[src/verilog/pgb_pkg.sv]
// Constants for the upper parallel I/O pin bank
// Functional notes
// Enable field resets zero, gates pin drivers
// Enable bit zero: pin never driven
// Enable bit one: pin driver on
// Software sets direction with enable
// Direction resets zero; zero reads pin
// Direction one: data bit is driven
// Input pin reads present level
// Output pin driven to data bit
// Software keeps enable equal to direction
// Data bits reset to pin level
// Bits 0..13 map pins 32..45
// Bits 15..14 reserved, reset zero, inert
package pgb_pkg;
   localparam int PIN_N = 14;            // Pins 32..45
   localparam int PIN_BASE = 32;         // Number of pin at bit 0
   localparam int REG_W = 16;            // Register width
   localparam int ADDR_W = 18;           // Bus byte address width
   localparam int DATA_W = 32;           // Bus data width
   localparam int RSVD_HI = 15;          // Reserved field top
   localparam int RSVD_LO = 14;          // Reserved field bottom
   // Register indexes; byte address is four times the index
   localparam logic [15:0] IDX_EN = 16'h4406;
   localparam logic [15:0] IDX_DIR = 16'h4407;
   localparam logic [15:0] IDX_VAL = 16'h4408;
   // Reset values
   localparam logic [15:0] EN_RST = 16'h0000;
   localparam logic [15:0] DIR_RST = 16'h0000;
   localparam logic [1:0] RSVD_RST = 2'h0;
   // Bus responses
   localparam logic [1:0] RESP_OKAY = 2'h0;
   localparam logic [1:0] RESP_SLVERR = 2'h2;
endpackage : pgb_pkg

[src/verilog/pgb_axil.sv]
// AXI4-Lite slave front end for the pin bank registers
module pgb_axil
   import pgb_pkg::*;
(
   input wire logic mclk_i,                  // System clock
   input wire logic rst_n_i,                 // Sync reset, low
   input wire logic [ADDR_W-1:0] awaddr_i,   // Write address
   input wire logic awvalid_i,               // Write address valid
   output logic awready_o,                   // Write address ready
   input wire logic [DATA_W-1:0] wdata_i,    // Write data
   input wire logic [3:0] wstrb_i,           // Write byte strobes
   input wire logic wvalid_i,                // Write data valid
   output logic wready_o,                    // Write data ready
   output logic [1:0] bresp_o,               // Write response
   output logic bvalid_o,                    // Write response valid
   input wire logic bready_i,                // Write response ready
   input wire logic arvalid_i,               // Read address valid
   output logic arready_o,                   // Read address ready
   output logic [DATA_W-1:0] rdata_o,        // Read data
   output logic [1:0] rresp_o,               // Read response
   output logic rvalid_o,                    // Read data valid
   input wire logic rready_i,                // Read data ready
   output logic wr_fire_o,                   // Register write pulse
   output logic [ADDR_W-1:0] wr_addr_o,      // Held write address
   output logic [DATA_W-1:0] wr_data_o,      // Held write data
   output logic [3:0] wr_strb_o,             // Held strobes
   input wire logic wr_ok_i,                 // Write address mapped
   input wire logic [DATA_W-1:0] rd_data_i,  // Read data of araddr
   input wire logic rd_ok_i                  // Read address mapped
);
   logic aw_have_q; // Address held
   logic w_have_q;  // Data held
   wire aw_take = awvalid_i & awready_o;
   wire w_take = wvalid_i & wready_o;
   wire ar_take = arvalid_i & arready_o;
   wire aw_have_d = (aw_have_q | aw_take) & ~wr_fire_o;
   wire w_have_d = (w_have_q | w_take) & ~wr_fire_o;
   wire b_hold = bvalid_o & ~bready_i;
   wire r_hold_d = ar_take | (rvalid_o & ~rready_i);

   // Fire once both halves are held and the response is free
   assign wr_fire_o = aw_have_q & w_have_q & ~bvalid_o;

   // Write channels, either order
   always_ff @(posedge mclk_i)
   begin
      if (!rst_n_i)
      begin
         aw_have_q <= 1'b0;
         w_have_q <= 1'b0;
         awready_o <= 1'b1;
         wready_o <= 1'b1;
         bvalid_o <= 1'b0;
         bresp_o <= RESP_OKAY;
         wr_addr_o <= '0;
         wr_data_o <= '0;
         wr_strb_o <= 4'h0;
      end
      else
      begin
         aw_have_q <= aw_have_d;
         w_have_q <= w_have_d;
         awready_o <= ~aw_have_d;
         wready_o <= ~w_have_d;
         bvalid_o <= wr_fire_o | b_hold;
         if (wr_fire_o)
            bresp_o <= wr_ok_i ? RESP_OKAY : RESP_SLVERR;
         if (aw_take)
            wr_addr_o <= awaddr_i;
         if (w_take)
         begin
            wr_data_o <= wdata_i;
            wr_strb_o <= wstrb_i;
         end
      end
   end

   // Read channel, data latched as the address is taken
   always_ff @(posedge mclk_i)
   begin
      if (!rst_n_i)
      begin
         arready_o <= 1'b1;
         rvalid_o <= 1'b0;
         rdata_o <= '0;
         rresp_o <= RESP_OKAY;
      end
      else
      begin
         arready_o <= ~r_hold_d;
         rvalid_o <= r_hold_d;
         if (ar_take)
         begin
            rdata_o <= rd_ok_i ? rd_data_i : '0;
            rresp_o <= rd_ok_i ? RESP_OKAY : RESP_SLVERR;
         end
      end
   end
endmodule : pgb_axil

[src/verilog/pgb_gpio_hi.sv]
// Upper parallel I/O pin bank: registers, pin drive and read back
//
// Added by the designer: register access over AXI4-Lite.
module pgb_gpio_hi
   import pgb_pkg::*;
(
   input wire logic mclk_i,                 // System clock, 25 MHz
   input wire logic rst_n_i,                // Sync reset, low
   input wire logic [ADDR_W-1:0] awaddr_i,  // Write address
   input wire logic [2:0] awprot_i,         // Unused protection
   input wire logic awvalid_i,              // Write address valid
   output logic awready_o,                  // Write address ready
   input wire logic [DATA_W-1:0] wdata_i,   // Write data
   input wire logic [3:0] wstrb_i,          // Write strobes
   input wire logic wvalid_i,               // Write data valid
   output logic wready_o,                   // Write data ready
   output logic [1:0] bresp_o,              // Write response
   output logic bvalid_o,                   // Write response valid
   input wire logic bready_i,               // Write response ready
   input wire logic [ADDR_W-1:0] araddr_i,  // Read address
   input wire logic [2:0] arprot_i,         // Unused protection
   input wire logic arvalid_i,              // Read address valid
   output logic arready_o,                  // Read address ready
   output logic [DATA_W-1:0] rdata_o,       // Read data
   output logic [1:0] rresp_o,              // Read response
   output logic rvalid_o,                   // Read data valid
   input wire logic rready_i,               // Read data ready
   input wire logic [PIN_N-1:0] pin_i,      // Pin levels, bit0=pin32
   output logic [PIN_N-1:0] pin_o,          // Pin drive levels
   output logic [PIN_N-1:0] pin_oe_o        // Pin drive enables
);
   logic [REG_W-1:0] en_q;         // Output enable register
   logic [REG_W-1:0] dir_q;        // Direction register
   logic [REG_W-1:0] val_q;        // Data register
   wire [REG_W-1:0] val_d;         // Next data register, per bit
   logic [PIN_N-1:0] pin_sync;     // Synchronised pin levels
   logic wr_fire;                  // Register write pulse
   logic [ADDR_W-1:0] wr_addr;     // Held write address
   logic [DATA_W-1:0] wr_data;     // Held write data
   logic [3:0] wr_strb;            // Held strobes
   logic [DATA_W-1:0] rd_data;     // Read mux result

   // Index part of each address
   wire [15:0] wr_idx = wr_addr[ADDR_W-1:2];
   wire [15:0] rd_idx = araddr_i[ADDR_W-1:2];

   // Write decode
   wire wr_en_hit = (wr_idx == IDX_EN);
   wire wr_dir_hit = (wr_idx == IDX_DIR);
   wire wr_val_hit = (wr_idx == IDX_VAL);
   wire wr_ok = wr_en_hit | wr_dir_hit | wr_val_hit;

   // Read decode
   wire rd_en_hit = (rd_idx == IDX_EN);
   wire rd_dir_hit = (rd_idx == IDX_DIR);
   wire rd_val_hit = (rd_idx == IDX_VAL);
   wire rd_ok = rd_en_hit | rd_dir_hit | rd_val_hit;

   // Byte lane merge of the write data into a register
   function automatic logic [REG_W-1:0] merge(
      input logic [REG_W-1:0] old_v,
      input logic [DATA_W-1:0] new_v,
      input logic [3:0] strb);
      logic [REG_W-1:0] res;
      res = old_v;
      if (strb[0])
         res[7:0] = new_v[7:0];
      if (strb[1])
         res[15:8] = new_v[15:8];
      return res;
   endfunction : merge

   wire [REG_W-1:0] en_wr = merge(en_q, wr_data, wr_strb);
   wire [REG_W-1:0] dir_wr = merge(dir_q, wr_data, wr_strb);
   wire [REG_W-1:0] val_wr = merge(val_q, wr_data, wr_strb);
   wire en_we = wr_fire & wr_en_hit;
   wire dir_we = wr_fire & wr_dir_hit;
   wire val_we = wr_fire & wr_val_hit;

   // Seen value per bit: pin level for inputs, held bit for outputs
   wire [PIN_N-1:0] seen = (dir_q[PIN_N-1:0] & val_q[PIN_N-1:0])
                         | (~dir_q[PIN_N-1:0] & pin_sync);

   // Read mux; data bits map pins 32 upward by position
   assign rd_data = rd_en_hit ? {16'h0000, en_q}
                  : rd_dir_hit ? {16'h0000, dir_q}
                  : rd_val_hit ? {16'h0000, val_q[15:14], seen}
                  : '0;

   // Bus slave
   pgb_axil u_bus (
      .mclk_i(mclk_i),
      .rst_n_i(rst_n_i),
      .awaddr_i(awaddr_i),
      .awvalid_i(awvalid_i),
      .awready_o(awready_o),
      .wdata_i(wdata_i),
      .wstrb_i(wstrb_i),
      .wvalid_i(wvalid_i),
      .wready_o(wready_o),
      .bresp_o(bresp_o),
      .bvalid_o(bvalid_o),
      .bready_i(bready_i),
      .arvalid_i(arvalid_i),
      .arready_o(arready_o),
      .rdata_o(rdata_o),
      .rresp_o(rresp_o),
      .rvalid_o(rvalid_o),
      .rready_i(rready_i),
      .wr_fire_o(wr_fire),
      .wr_addr_o(wr_addr),
      .wr_data_o(wr_data),
      .wr_strb_o(wr_strb),
      .wr_ok_i(wr_ok),
      .rd_data_i(rd_data),
      .rd_ok_i(rd_ok)
   );

   // Pin input synchroniser
   pgb_sync2 u_sync (
      .mclk_i(mclk_i),
      .async_i(pin_i),
      .sync_o(pin_sync)
   );

   // Per-bit next data value; nets, so each bit has its own driver
   generate
      for (genvar k = 0; k < PIN_N; k++)
      begin : g_val
         // Reset and inputs load the pin, outputs take writes
         assign val_d[k] = !rst_n_i ? pin_sync[k]
            : !dir_q[k] ? pin_sync[k]
            : val_we ? val_wr[k]
            : val_q[k];
      end
   endgenerate

   // Reserved data bits
   assign val_d[RSVD_HI:RSVD_LO] = !rst_n_i ? RSVD_RST
      : val_we ? val_wr[RSVD_HI:RSVD_LO] : val_q[RSVD_HI:RSVD_LO];

   // Enable and direction registers
   always_ff @(posedge mclk_i)
   begin
      if (!rst_n_i)
      begin
         en_q <= EN_RST;
         dir_q <= DIR_RST;
      end
      else
      begin
         if (en_we)
            en_q <= en_wr;
         if (dir_we)
            dir_q <= dir_wr;
      end
   end

   // Data register
   always_ff @(posedge mclk_i)
   begin
      val_q <= val_d;
   end

   // Pin drive from flops; reserved bits reach no pin
   always_ff @(posedge mclk_i)
   begin
      if (!rst_n_i)
      begin
         pin_oe_o <= '0;
         pin_o <= '0;
      end
      else
      begin
         pin_oe_o <= en_q[PIN_N-1:0];
         pin_o <= val_q[PIN_N-1:0];
      end
   end

   // Cycle after reset: no pin driven
   AST_OE_RESET: assert property (
      @(posedge mclk_i) disable iff (!rst_n_i)
      $rose(rst_n_i) |-> pin_oe_o == '0 ##1 pin_oe_o == '0)
      else $error("pin enable not clear after reset");

   // A drive enable changes only after an enable write
   AST_OE_HOLD: assert property (
      @(posedge mclk_i) disable iff (!rst_n_i)
      !$past(en_we, 2) && !$rose(rst_n_i) && $past(rst_n_i, 2)
      |-> $stable(pin_oe_o))
      else $error("pin enable changed without a write");

   // Written enable bits reach the pins two edges later
   AST_OE_WRITE: assert property (
      @(posedge mclk_i) disable iff (!rst_n_i)
      en_we && wr_strb[1:0] == 2'h3
      |-> ##2 pin_oe_o == $past(wr_data[PIN_N-1:0], 2))
      else $error("pin enable does not follow write");

   // Direction clear after reset
   AST_DIR_RESET: assert property (
      @(posedge mclk_i) disable iff (!rst_n_i)
      $rose(rst_n_i) |-> dir_q == DIR_RST)
      else $error("direction not clear after reset");

   // Input bits read back the synchronised pin level
   AST_IN_READ: assert property (
      @(posedge mclk_i) disable iff (!rst_n_i)
      arvalid_i && arready_o && rd_val_hit
      |=> (rdata_o[PIN_N-1:0] & ~$past(dir_q[PIN_N-1:0]))
          == ($past(pin_sync) & ~$past(dir_q[PIN_N-1:0])))
      else $error("input bit read is not the pin level");

   // Written output bits are driven two edges later
   AST_OUT_WRITE: assert property (
      @(posedge mclk_i) disable iff (!rst_n_i)
      val_we && wr_strb[1:0] == 2'h3 && dir_q[PIN_N-1:0] == '1
      && !dir_we
      |-> ##2 pin_o == $past(wr_data[PIN_N-1:0], 2))
      else $error("output bit not driven from data");

   // Data bits start at the pin level
   AST_RESET_VAL: assert property (
      @(posedge mclk_i) disable iff (!rst_n_i)
      $rose(rst_n_i) |-> val_q[PIN_N-1:0] == $past(pin_sync))
      else $error("data bits did not load pin level");

   // Reserved bits clear after reset
   AST_RSVD: assert property (
      @(posedge mclk_i) disable iff (!rst_n_i)
      $rose(rst_n_i) |-> en_q[RSVD_HI:RSVD_LO] == RSVD_RST
      && dir_q[RSVD_HI:RSVD_LO] == RSVD_RST
      && val_q[RSVD_HI:RSVD_LO] == RSVD_RST)
      else $error("reserved bits not clear after reset");

   // Register and pin relations checked every cycle out of reset

   // A cleared enable field leaves every pin undriven
   AST_NO_DRIVE: assert property (
      @(posedge mclk_i) disable iff (!rst_n_i)
      en_q[PIN_N-1:0] == '0 |=> pin_oe_o == '0)
      else $error("pin driven with enable clear");

   // Each drive enable follows its enable bit one edge later
   AST_OE_FOLLOW: assert property (
      @(posedge mclk_i) disable iff (!rst_n_i)
      1'b1 |=> pin_oe_o == $past(en_q[PIN_N-1:0]))
      else $error("drive enable does not follow register");

   // Enabled pins carry their data bit one edge later
   AST_OUT_LEVEL: assert property (
      @(posedge mclk_i) disable iff (!rst_n_i)
      1'b1 |=> (pin_o & pin_oe_o)
         == ($past(val_q[PIN_N-1:0]) & $past(en_q[PIN_N-1:0])))
      else $error("driven level is not the data bit");

   // A full enable write lands in the register
   AST_EN_WRITE: assert property (
      @(posedge mclk_i) disable iff (!rst_n_i)
      en_we && wr_strb[1:0] == 2'h3
      |=> en_q == $past(wr_data[REG_W-1:0]))
      else $error("enable write lost");

   // A full direction write lands in the register
   AST_DIR_WRITE: assert property (
      @(posedge mclk_i) disable iff (!rst_n_i)
      dir_we && wr_strb[1:0] == 2'h3
      |=> dir_q == $past(wr_data[REG_W-1:0]))
      else $error("direction write lost");

   // Without a write, enable and direction keep their value
   AST_REG_HOLD: assert property (
      @(posedge mclk_i) disable iff (!rst_n_i)
      !en_we && !dir_we |=> $stable(en_q) && $stable(dir_q))
      else $error("configuration changed without a write");

   // Input data bits track the synchronised pin level
   AST_IN_TRACK: assert property (
      @(posedge mclk_i) disable iff (!rst_n_i)
      1'b1 |=> (val_q[PIN_N-1:0] & ~$past(dir_q[PIN_N-1:0]))
         == ($past(pin_sync) & ~$past(dir_q[PIN_N-1:0])))
      else $error("input data bit does not track pin");

   // Output data bits hold without a data write
   AST_OUT_HOLD: assert property (
      @(posedge mclk_i) disable iff (!rst_n_i)
      !val_we |=> (val_q[PIN_N-1:0] & $past(dir_q[PIN_N-1:0]))
         == ($past(val_q[PIN_N-1:0]) & $past(dir_q[PIN_N-1:0])))
      else $error("output data bit changed without a write");

   // Reserved data bits hold without a data write
   AST_RSVD_HOLD: assert property (
      @(posedge mclk_i) disable iff (!rst_n_i)
      !val_we |=> $stable(val_q[RSVD_HI:RSVD_LO]))
      else $error("reserved data bits changed");

   // Enable read returns the whole register
   AST_RD_EN: assert property (
      @(posedge mclk_i) disable iff (!rst_n_i)
      arvalid_i && arready_o && rd_en_hit
      |=> rdata_o == {16'h0000, $past(en_q)})
      else $error("enable read wrong");

   // Direction read returns the whole register
   AST_RD_DIR: assert property (
      @(posedge mclk_i) disable iff (!rst_n_i)
      arvalid_i && arready_o && rd_dir_hit
      |=> rdata_o == {16'h0000, $past(dir_q)})
      else $error("direction read wrong");

   // Output bits read back the held data bit
   AST_RD_OUT: assert property (
      @(posedge mclk_i) disable iff (!rst_n_i)
      arvalid_i && arready_o && rd_val_hit
      |=> (rdata_o[PIN_N-1:0] & $past(dir_q[PIN_N-1:0]))
         == ($past(val_q[PIN_N-1:0]) & $past(dir_q[PIN_N-1:0])))
      else $error("output bit read is not the data bit");

   // Unused protection inputs, upper write data half and upper strobes
   wire unused_ok = ^{awprot_i, arprot_i, wr_data[31:16], wr_strb[3:2]};
endmodule : pgb_gpio_hi

[src/verilog/pgb_sync2.sv]
// Two-stage synchroniser for the pin inputs
module pgb_sync2
   import pgb_pkg::*;
(
   input wire logic mclk_i,               // System clock
   input wire logic [PIN_N-1:0] async_i,  // Raw pin levels
   output logic [PIN_N-1:0] sync_o        // Synchronised levels
);
   logic [PIN_N-1:0] meta_q; // First stage, read only by second

   // Data path only, no reset: levels settle in two clocks
   always_ff @(posedge mclk_i)
   begin
      meta_q <= async_i;
      sync_o <= meta_q;
   end
endmodule : pgb_sync2
[config.mk]
export PLATFORM = sky130hd
export DESIGN_NAME = pgb_gpio_hi
export DESIGN_NICKNAME = d
export VERILOG_FILES = /design/src/verilog/pgb_pkg.sv /design/src/verilog/pgb_axil.sv /design/src/verilog/pgb_gpio_hi.sv /design/src/verilog/pgb_sync2.sv
export SDC_FILE = /design/constraint.sdc
export NUM_CORES = 1
export LEC_CHECK = 0
export BUFFER_PORTS_ARGS = -buffer_cell sky130_fd_sc_hd__buf_2
export CORE_MARGIN = 3
export CORE_UTILIZATION = 35
export DETAILED_ROUTE_END_ITERATION = 16
export GPL_ROUTABILITY_DRIVEN = 0
export PLACE_DENSITY = 0.54
export SLEW_MARGIN = 10
export SYNTH_ARGS = -nofsm -noshare
export SYNTH_HDL_FRONTEND = slang
export SYNTH_SLANG_ARGS = --single-unit
[constraint.sdc]
create_clock -name mclk_i -period 2.9 [get_ports mclk_i]
set_input_delay 0.725 -clock mclk_i [delete_from_list [all_inputs] [get_ports mclk_i]]
set_output_delay 0.725 -clock mclk_i [all_outputs]
set_load 0.02 [all_outputs]
### After elaboration in Yosys (flattened, before gate mapping)

Index checks and enable logic that the tools add are counted.

* equal/unequal tests: 34
* multiplexer cells: 50
* bitwise operators: 31
* reductions and logical operators: 19

Operators by type and width (number)
* $eq 16x15->1 const B: 6
* $ne 3x2->1 const B: 28
* $mux 16: 4
* $mux 1: 42
* $reduce_and 2->1: 19
* $and 14x14->14: 2
* $not 14->14: 1
* $or 14x14->14: 1
* $and 1x1->1: 12
* $mux 8: 1
* $or 1x1->1: 8
* $not 1->1: 7
* $mux 6: 1
* $mux 2: 2

* register bits after elaboration: 183
* word-level logic and storage cells: 170
* input bits: 99

### Logic depth before layout (Yosys ltp)

* depth after elaboration: 7
* gate-level depth with buffers: 7
* mapped depth without buffers: 5

### By module

Synthesis repeated with hierarchy kept, for this count alone.

* cell total of the unflattened synthesis: 826
* area total of the unflattened synthesis: 8007.7 sq um

By module, submodules not included
* pgb_axil: cells each 410, sequential area each 1901.8 sq um, times used 1, area an instance 3976.3 sq um
* pgb_gpio_hi: cells each 388, sequential area each 1661.6 sq um, times used 1, area an instance 3470.8 sq um
* pgb_sync2: cells each 28, sequential area each 560.5 sq um, times used 1, area an instance 560.5 sq um

### Least setup slack after synthesis

Ideal clock, no wire load.

* path type: input -> register
* from: input port araddr_i[4]
* to: register u_bus.rdata_o[0]
* setup slack: 632 ps
* arrival time: 2210 ps
* setup time: 58 ps
* data required time: 2842 ps
* path buffers: 1
* stages on the path: 6
* cells stage by stage: or4b_4 -> o21a_1 -> a2111o_1 -> buf_6 -> nor3_1 -> o21a_1

* word-level cells in the longest chain between the ends: 5
* elaborated cells between the ends (all ways): 9
* those cells by class: eq/ne: 3; mux: 4; bitwise: 2

RTL lines
* start, declared: RTL line pgb_gpio_hi.sv:20 `input wire logic [ADDR_W-1:0] araddr_i,`
* $eq 16x15->1: RTL line pgb_gpio_hi.sv:56 `wire rd_val_hit = (rd_idx == IDX_VAL);`
* $mux 16: RTL line pgb_gpio_hi.sv:87 `: rd_val_hit ? {16'h0000, val_q[15:14], seen}`
* $mux 16: RTL line pgb_gpio_hi.sv:86 `: rd_dir_hit ? {16'h0000, dir_q}`
* $mux 16: RTL line pgb_gpio_hi.sv:85 `assign rd_data = rd_en_hit ? {16'h0000, en_q}`
* $mux 16 *: RTL line pgb_axil.sv:94 `rdata_o <= rd_ok_i ? rd_data_i : '0;`
* end signal, assigned: RTL line pgb_axil.sv:94
* end, declared: RTL line pgb_axil.sv:19 `output logic [DATA_W-1:0] rdata_o,`

Every way passes the cells marked *; elsewhere a longest branch is shown, timed or not.
A chain may end at the register's enable or synchronous reset.

### Worst setup path in the final report

* from: register u_bus.wr_addr_o[13]
* to: register val_q[1], enable pin

* word-level cells in the longest chain between the ends: 4

RTL lines
* start, declared: RTL line pgb_axil.sv:24 `output logic [ADDR_W-1:0] wr_addr_o,`
* start signal, assigned: RTL line pgb_axil.sv:69 `wr_addr_o <= awaddr_i;`
* $eq 16x15->1: RTL line pgb_gpio_hi.sv:50 `wire wr_val_hit = (wr_idx == IDX_VAL);`
* $and 1x1->1: RTL line pgb_gpio_hi.sv:78 `wire val_we = wr_fire & wr_val_hit;`
* $ne 3x2->1 (no line)
* $reduce_and 2->1 (no line)
* end signal, assigned: RTL line pgb_gpio_hi.sv:162 `val_q <= val_d;`
* end, declared: RTL line pgb_gpio_hi.sv:34 `logic [REG_W-1:0] val_q;`

Every way passes these cells.

==> reports/summary.txt <==
HPWL after DPL = 10290 µm
Drt pass-1 iters = 5
CP arrival = 2.55 ns
Num ports = 168
Clock net sink count = 163
CTS buffer count = 17
Worst-Margin Slew = 0.9153 ns
Max Clk Rate = 413.3 MHz
# fillers = 1639
Vias per cell = 4.685
Setup violators final = 0
Synth Area in XOR/XNOR = 0%
Synthesis Warnings = 0
Multiplexer area fraction after synthesis = 7.915%
Compound-Gate Fraction of Synth Area = 10.92%
Syn-to-layout area delta = 22.59%
Crit Path Max Fanout = 8
Unrepaired setup endpoints after global routing = false
Die height = 137.3 µm
Skew final = 0.009791 ns
Initial antenna violation count = 2
Slew HR = 38.85%
Vias in the first global route = 4332
Clock Tree Root = clkbuf_16
Fin. max-slew vios = 0
DRC Markers = 0
Effective utilization at floorplan = 36.03%
Final net count = 820
First-pass GRT wire length = 21920 µm
Final hold slack = 0.3217 ns
Post-Route Setup TNS = 0 ns
Cell Rows = 47
Final min period = 2.420 ns
Status = finished, final reports clean
Cts hold-fix bufs = 0
Worst-path clk slew = 0.06 ns
Antenna Nets Post-Route = 0
Power density relative to cell area = 656.3 mW/mm²
Placed Area = 0.006814 mm²
Ys flop type = dfxtp_1
Mapped Avg Cell Area = 10.08 µm²
Final instance area = 0.007402 mm²
Die X-Extent = 137.3 µm
Mapped cell area = 0.006038 mm²
H-tree depth = 4
Final WL = 14060 µm
Worst setup path category = reg -> reg
Max Cap Violations = 0
Largest net degree at the start of global routing = 57
IO buf count = 121
Synth unique cells = 47
Setup Fix Bufs, Post-CTS = 0
Hold Violations, Final = 0
Initial drt markers = 260
Pleak = 0.003232 µW
CP startpoint kind = flop
Gr usage total = 15.20%
Seq/Total Area, Yosys = 56.36%
Cell count after synthesis = 599
Worst Path Required = 3.03 ns
Worst hold path type = reg -> reg
CTS tree = done
Async SR Flop Fraction = 0%
Adder-cell share of the synthesized area = 0%
Synth Register Bits = 163
CP Capture Type = flop
Clk buf depth = 2
Simple logic cell fraction of the synthesized area = 19.00%
R2r setup slk = 0.48 ns
EDFF count, synth = 14
Core region area = 0.01676 mm²
GRT overflow = 0
# resized after CTS = 0
DR WL/cell = 14.73 µm
Die area = 0.01886 mm²
Share of layout cells above drive strength 1 = 25.61%
Detailed-route via count = 4474
Max IR drop VDD = 423.9 µV
Largest family of logic cells by synthesized area = simple AND/OR/NAND/NOR gates
Final Cycle Share = 83.43%
Worst skew pair latency = 0.42 ns
## per-stage QoR
stage               total power, µW  instances  util (%)  worst slack (ns)
floorplan                      2631        616         -            0.6317
global placement               2730        922     40.66            0.1723
detailed placement             2737        922     40.66            0.1271
CTS                            4912        954     44.15            0.4497
global route                   5065        954     44.15            0.3662
finish                         4858        955     44.17            0.4804
## sequential cells by signal, indices dropped and copies added, names as in the netlist, 14 cells and up
register and flops:
u_bus.rdata_o 16, u_bus.wr_addr_o 16, dir_q 16, pin_o 14
en_q 16, u_bus.wr_data_o 16, pin_oe_o 14, u_sync.meta_q 14
u_sync.sync_o 14, val_q 16
## cell families (layout without fill, tap and decap cells)
group,Yosys count,count (layout)
flip-flops,163,163
buffers and inverters,68,186
AND/OR/NAND/NOR,230,230
multiplexers,46,46
AO/OA/AOI/OAI,91,91
other,1,19
## routing by layer
layer	up-vias	GRT usage, %	part of all wire [%]
met5	-	0	0.16
met4	4	4.157	1.0
met3	17	5.442	8.9
met2	153	24.39	46
met1	2058	19.40	44
li1	2242	-	-
## cells in the mapped netlist (3+ instances only)
cell type	number	area, µm²
inv_1	20	75.07
or4b_1	3	30.03
nand3b_1	3	22.52
nor4_1	6	37.54
mux2_2	14	157.7
a22o_1	13	113.9
buf_4	20	150.1
mux2i_1	32	320.3
dfxtp_1	149	2983
nand3_1	6	30.03
nand2_1	142	533.0
nor3_1	13	65.06
nand2b_1	3	18.77
o21a_1	14	105.1
nor2_1	3	11.26
a21boi_0	35	262.8
clkbuf_1	23	86.33
nor3b_1	15	112.6
and2_1	19	118.9
a21boi_1	3	22.52
a21oi_1	16	80.08
edfxtp_1	14	420.4
## worst max-delay path: stages (launching register included)
cell	delay [ns]
dfxtp_1	0.31
or4b_1	0.60
nor4_1	0.61
a21boi_1	0.43
nand2_1	0.18
## path summary, 6_finish.rpt
path,from,end,cells after the start
hold / removal,u_sync.meta_q[2],u_sync.sync_o[2],0
setup / recovery,u_bus.wr_addr_o[13],val_q[1],4
setup reg to reg,u_bus.wr_addr_o[13],val_q[1],4
hold reg to reg,u_sync.meta_q[2],u_sync.sync_o[2],0
## layout by cell type (no fill, tap or decap), types with 15 or more instances in the layout
cell and instances:
nor3b_1 15, buf_2 120, mux2i_1 32, conb_1 18, nand2_1 142, clkbuf_16 19, and2_1 19, inv_1 20
dfxtp_1 149, a21oi_1 16, a21boi_0 35
## power breakdown
group | switching, µW | internal [µW] | total, µW
Combinational | 173 | 110 | 283
Sequential | 49.1 | 2350 | 2400
Clock | 849 | 1320 | 2170
## layout make-up
class | count | area, µm² | share of cell area, %
Multi-Input combinational cell | 385 | 2359 | 31.86
Timing Repair Buffer | 133 | 698.2 | 9.432
Tap cell | 220 | 275.3 | 3.719
Clock inverter | 8 | 71.32 | 0.9635
Inverter | 21 | 78.83 | 1.065
Antenna cell | 1 | 2.502 | 0.03381
Clock buffer | 24 | 514.2 | 6.947
Sequential cell | 163 | 3403 | 45.98
Power figures use the tool's default switching activity.
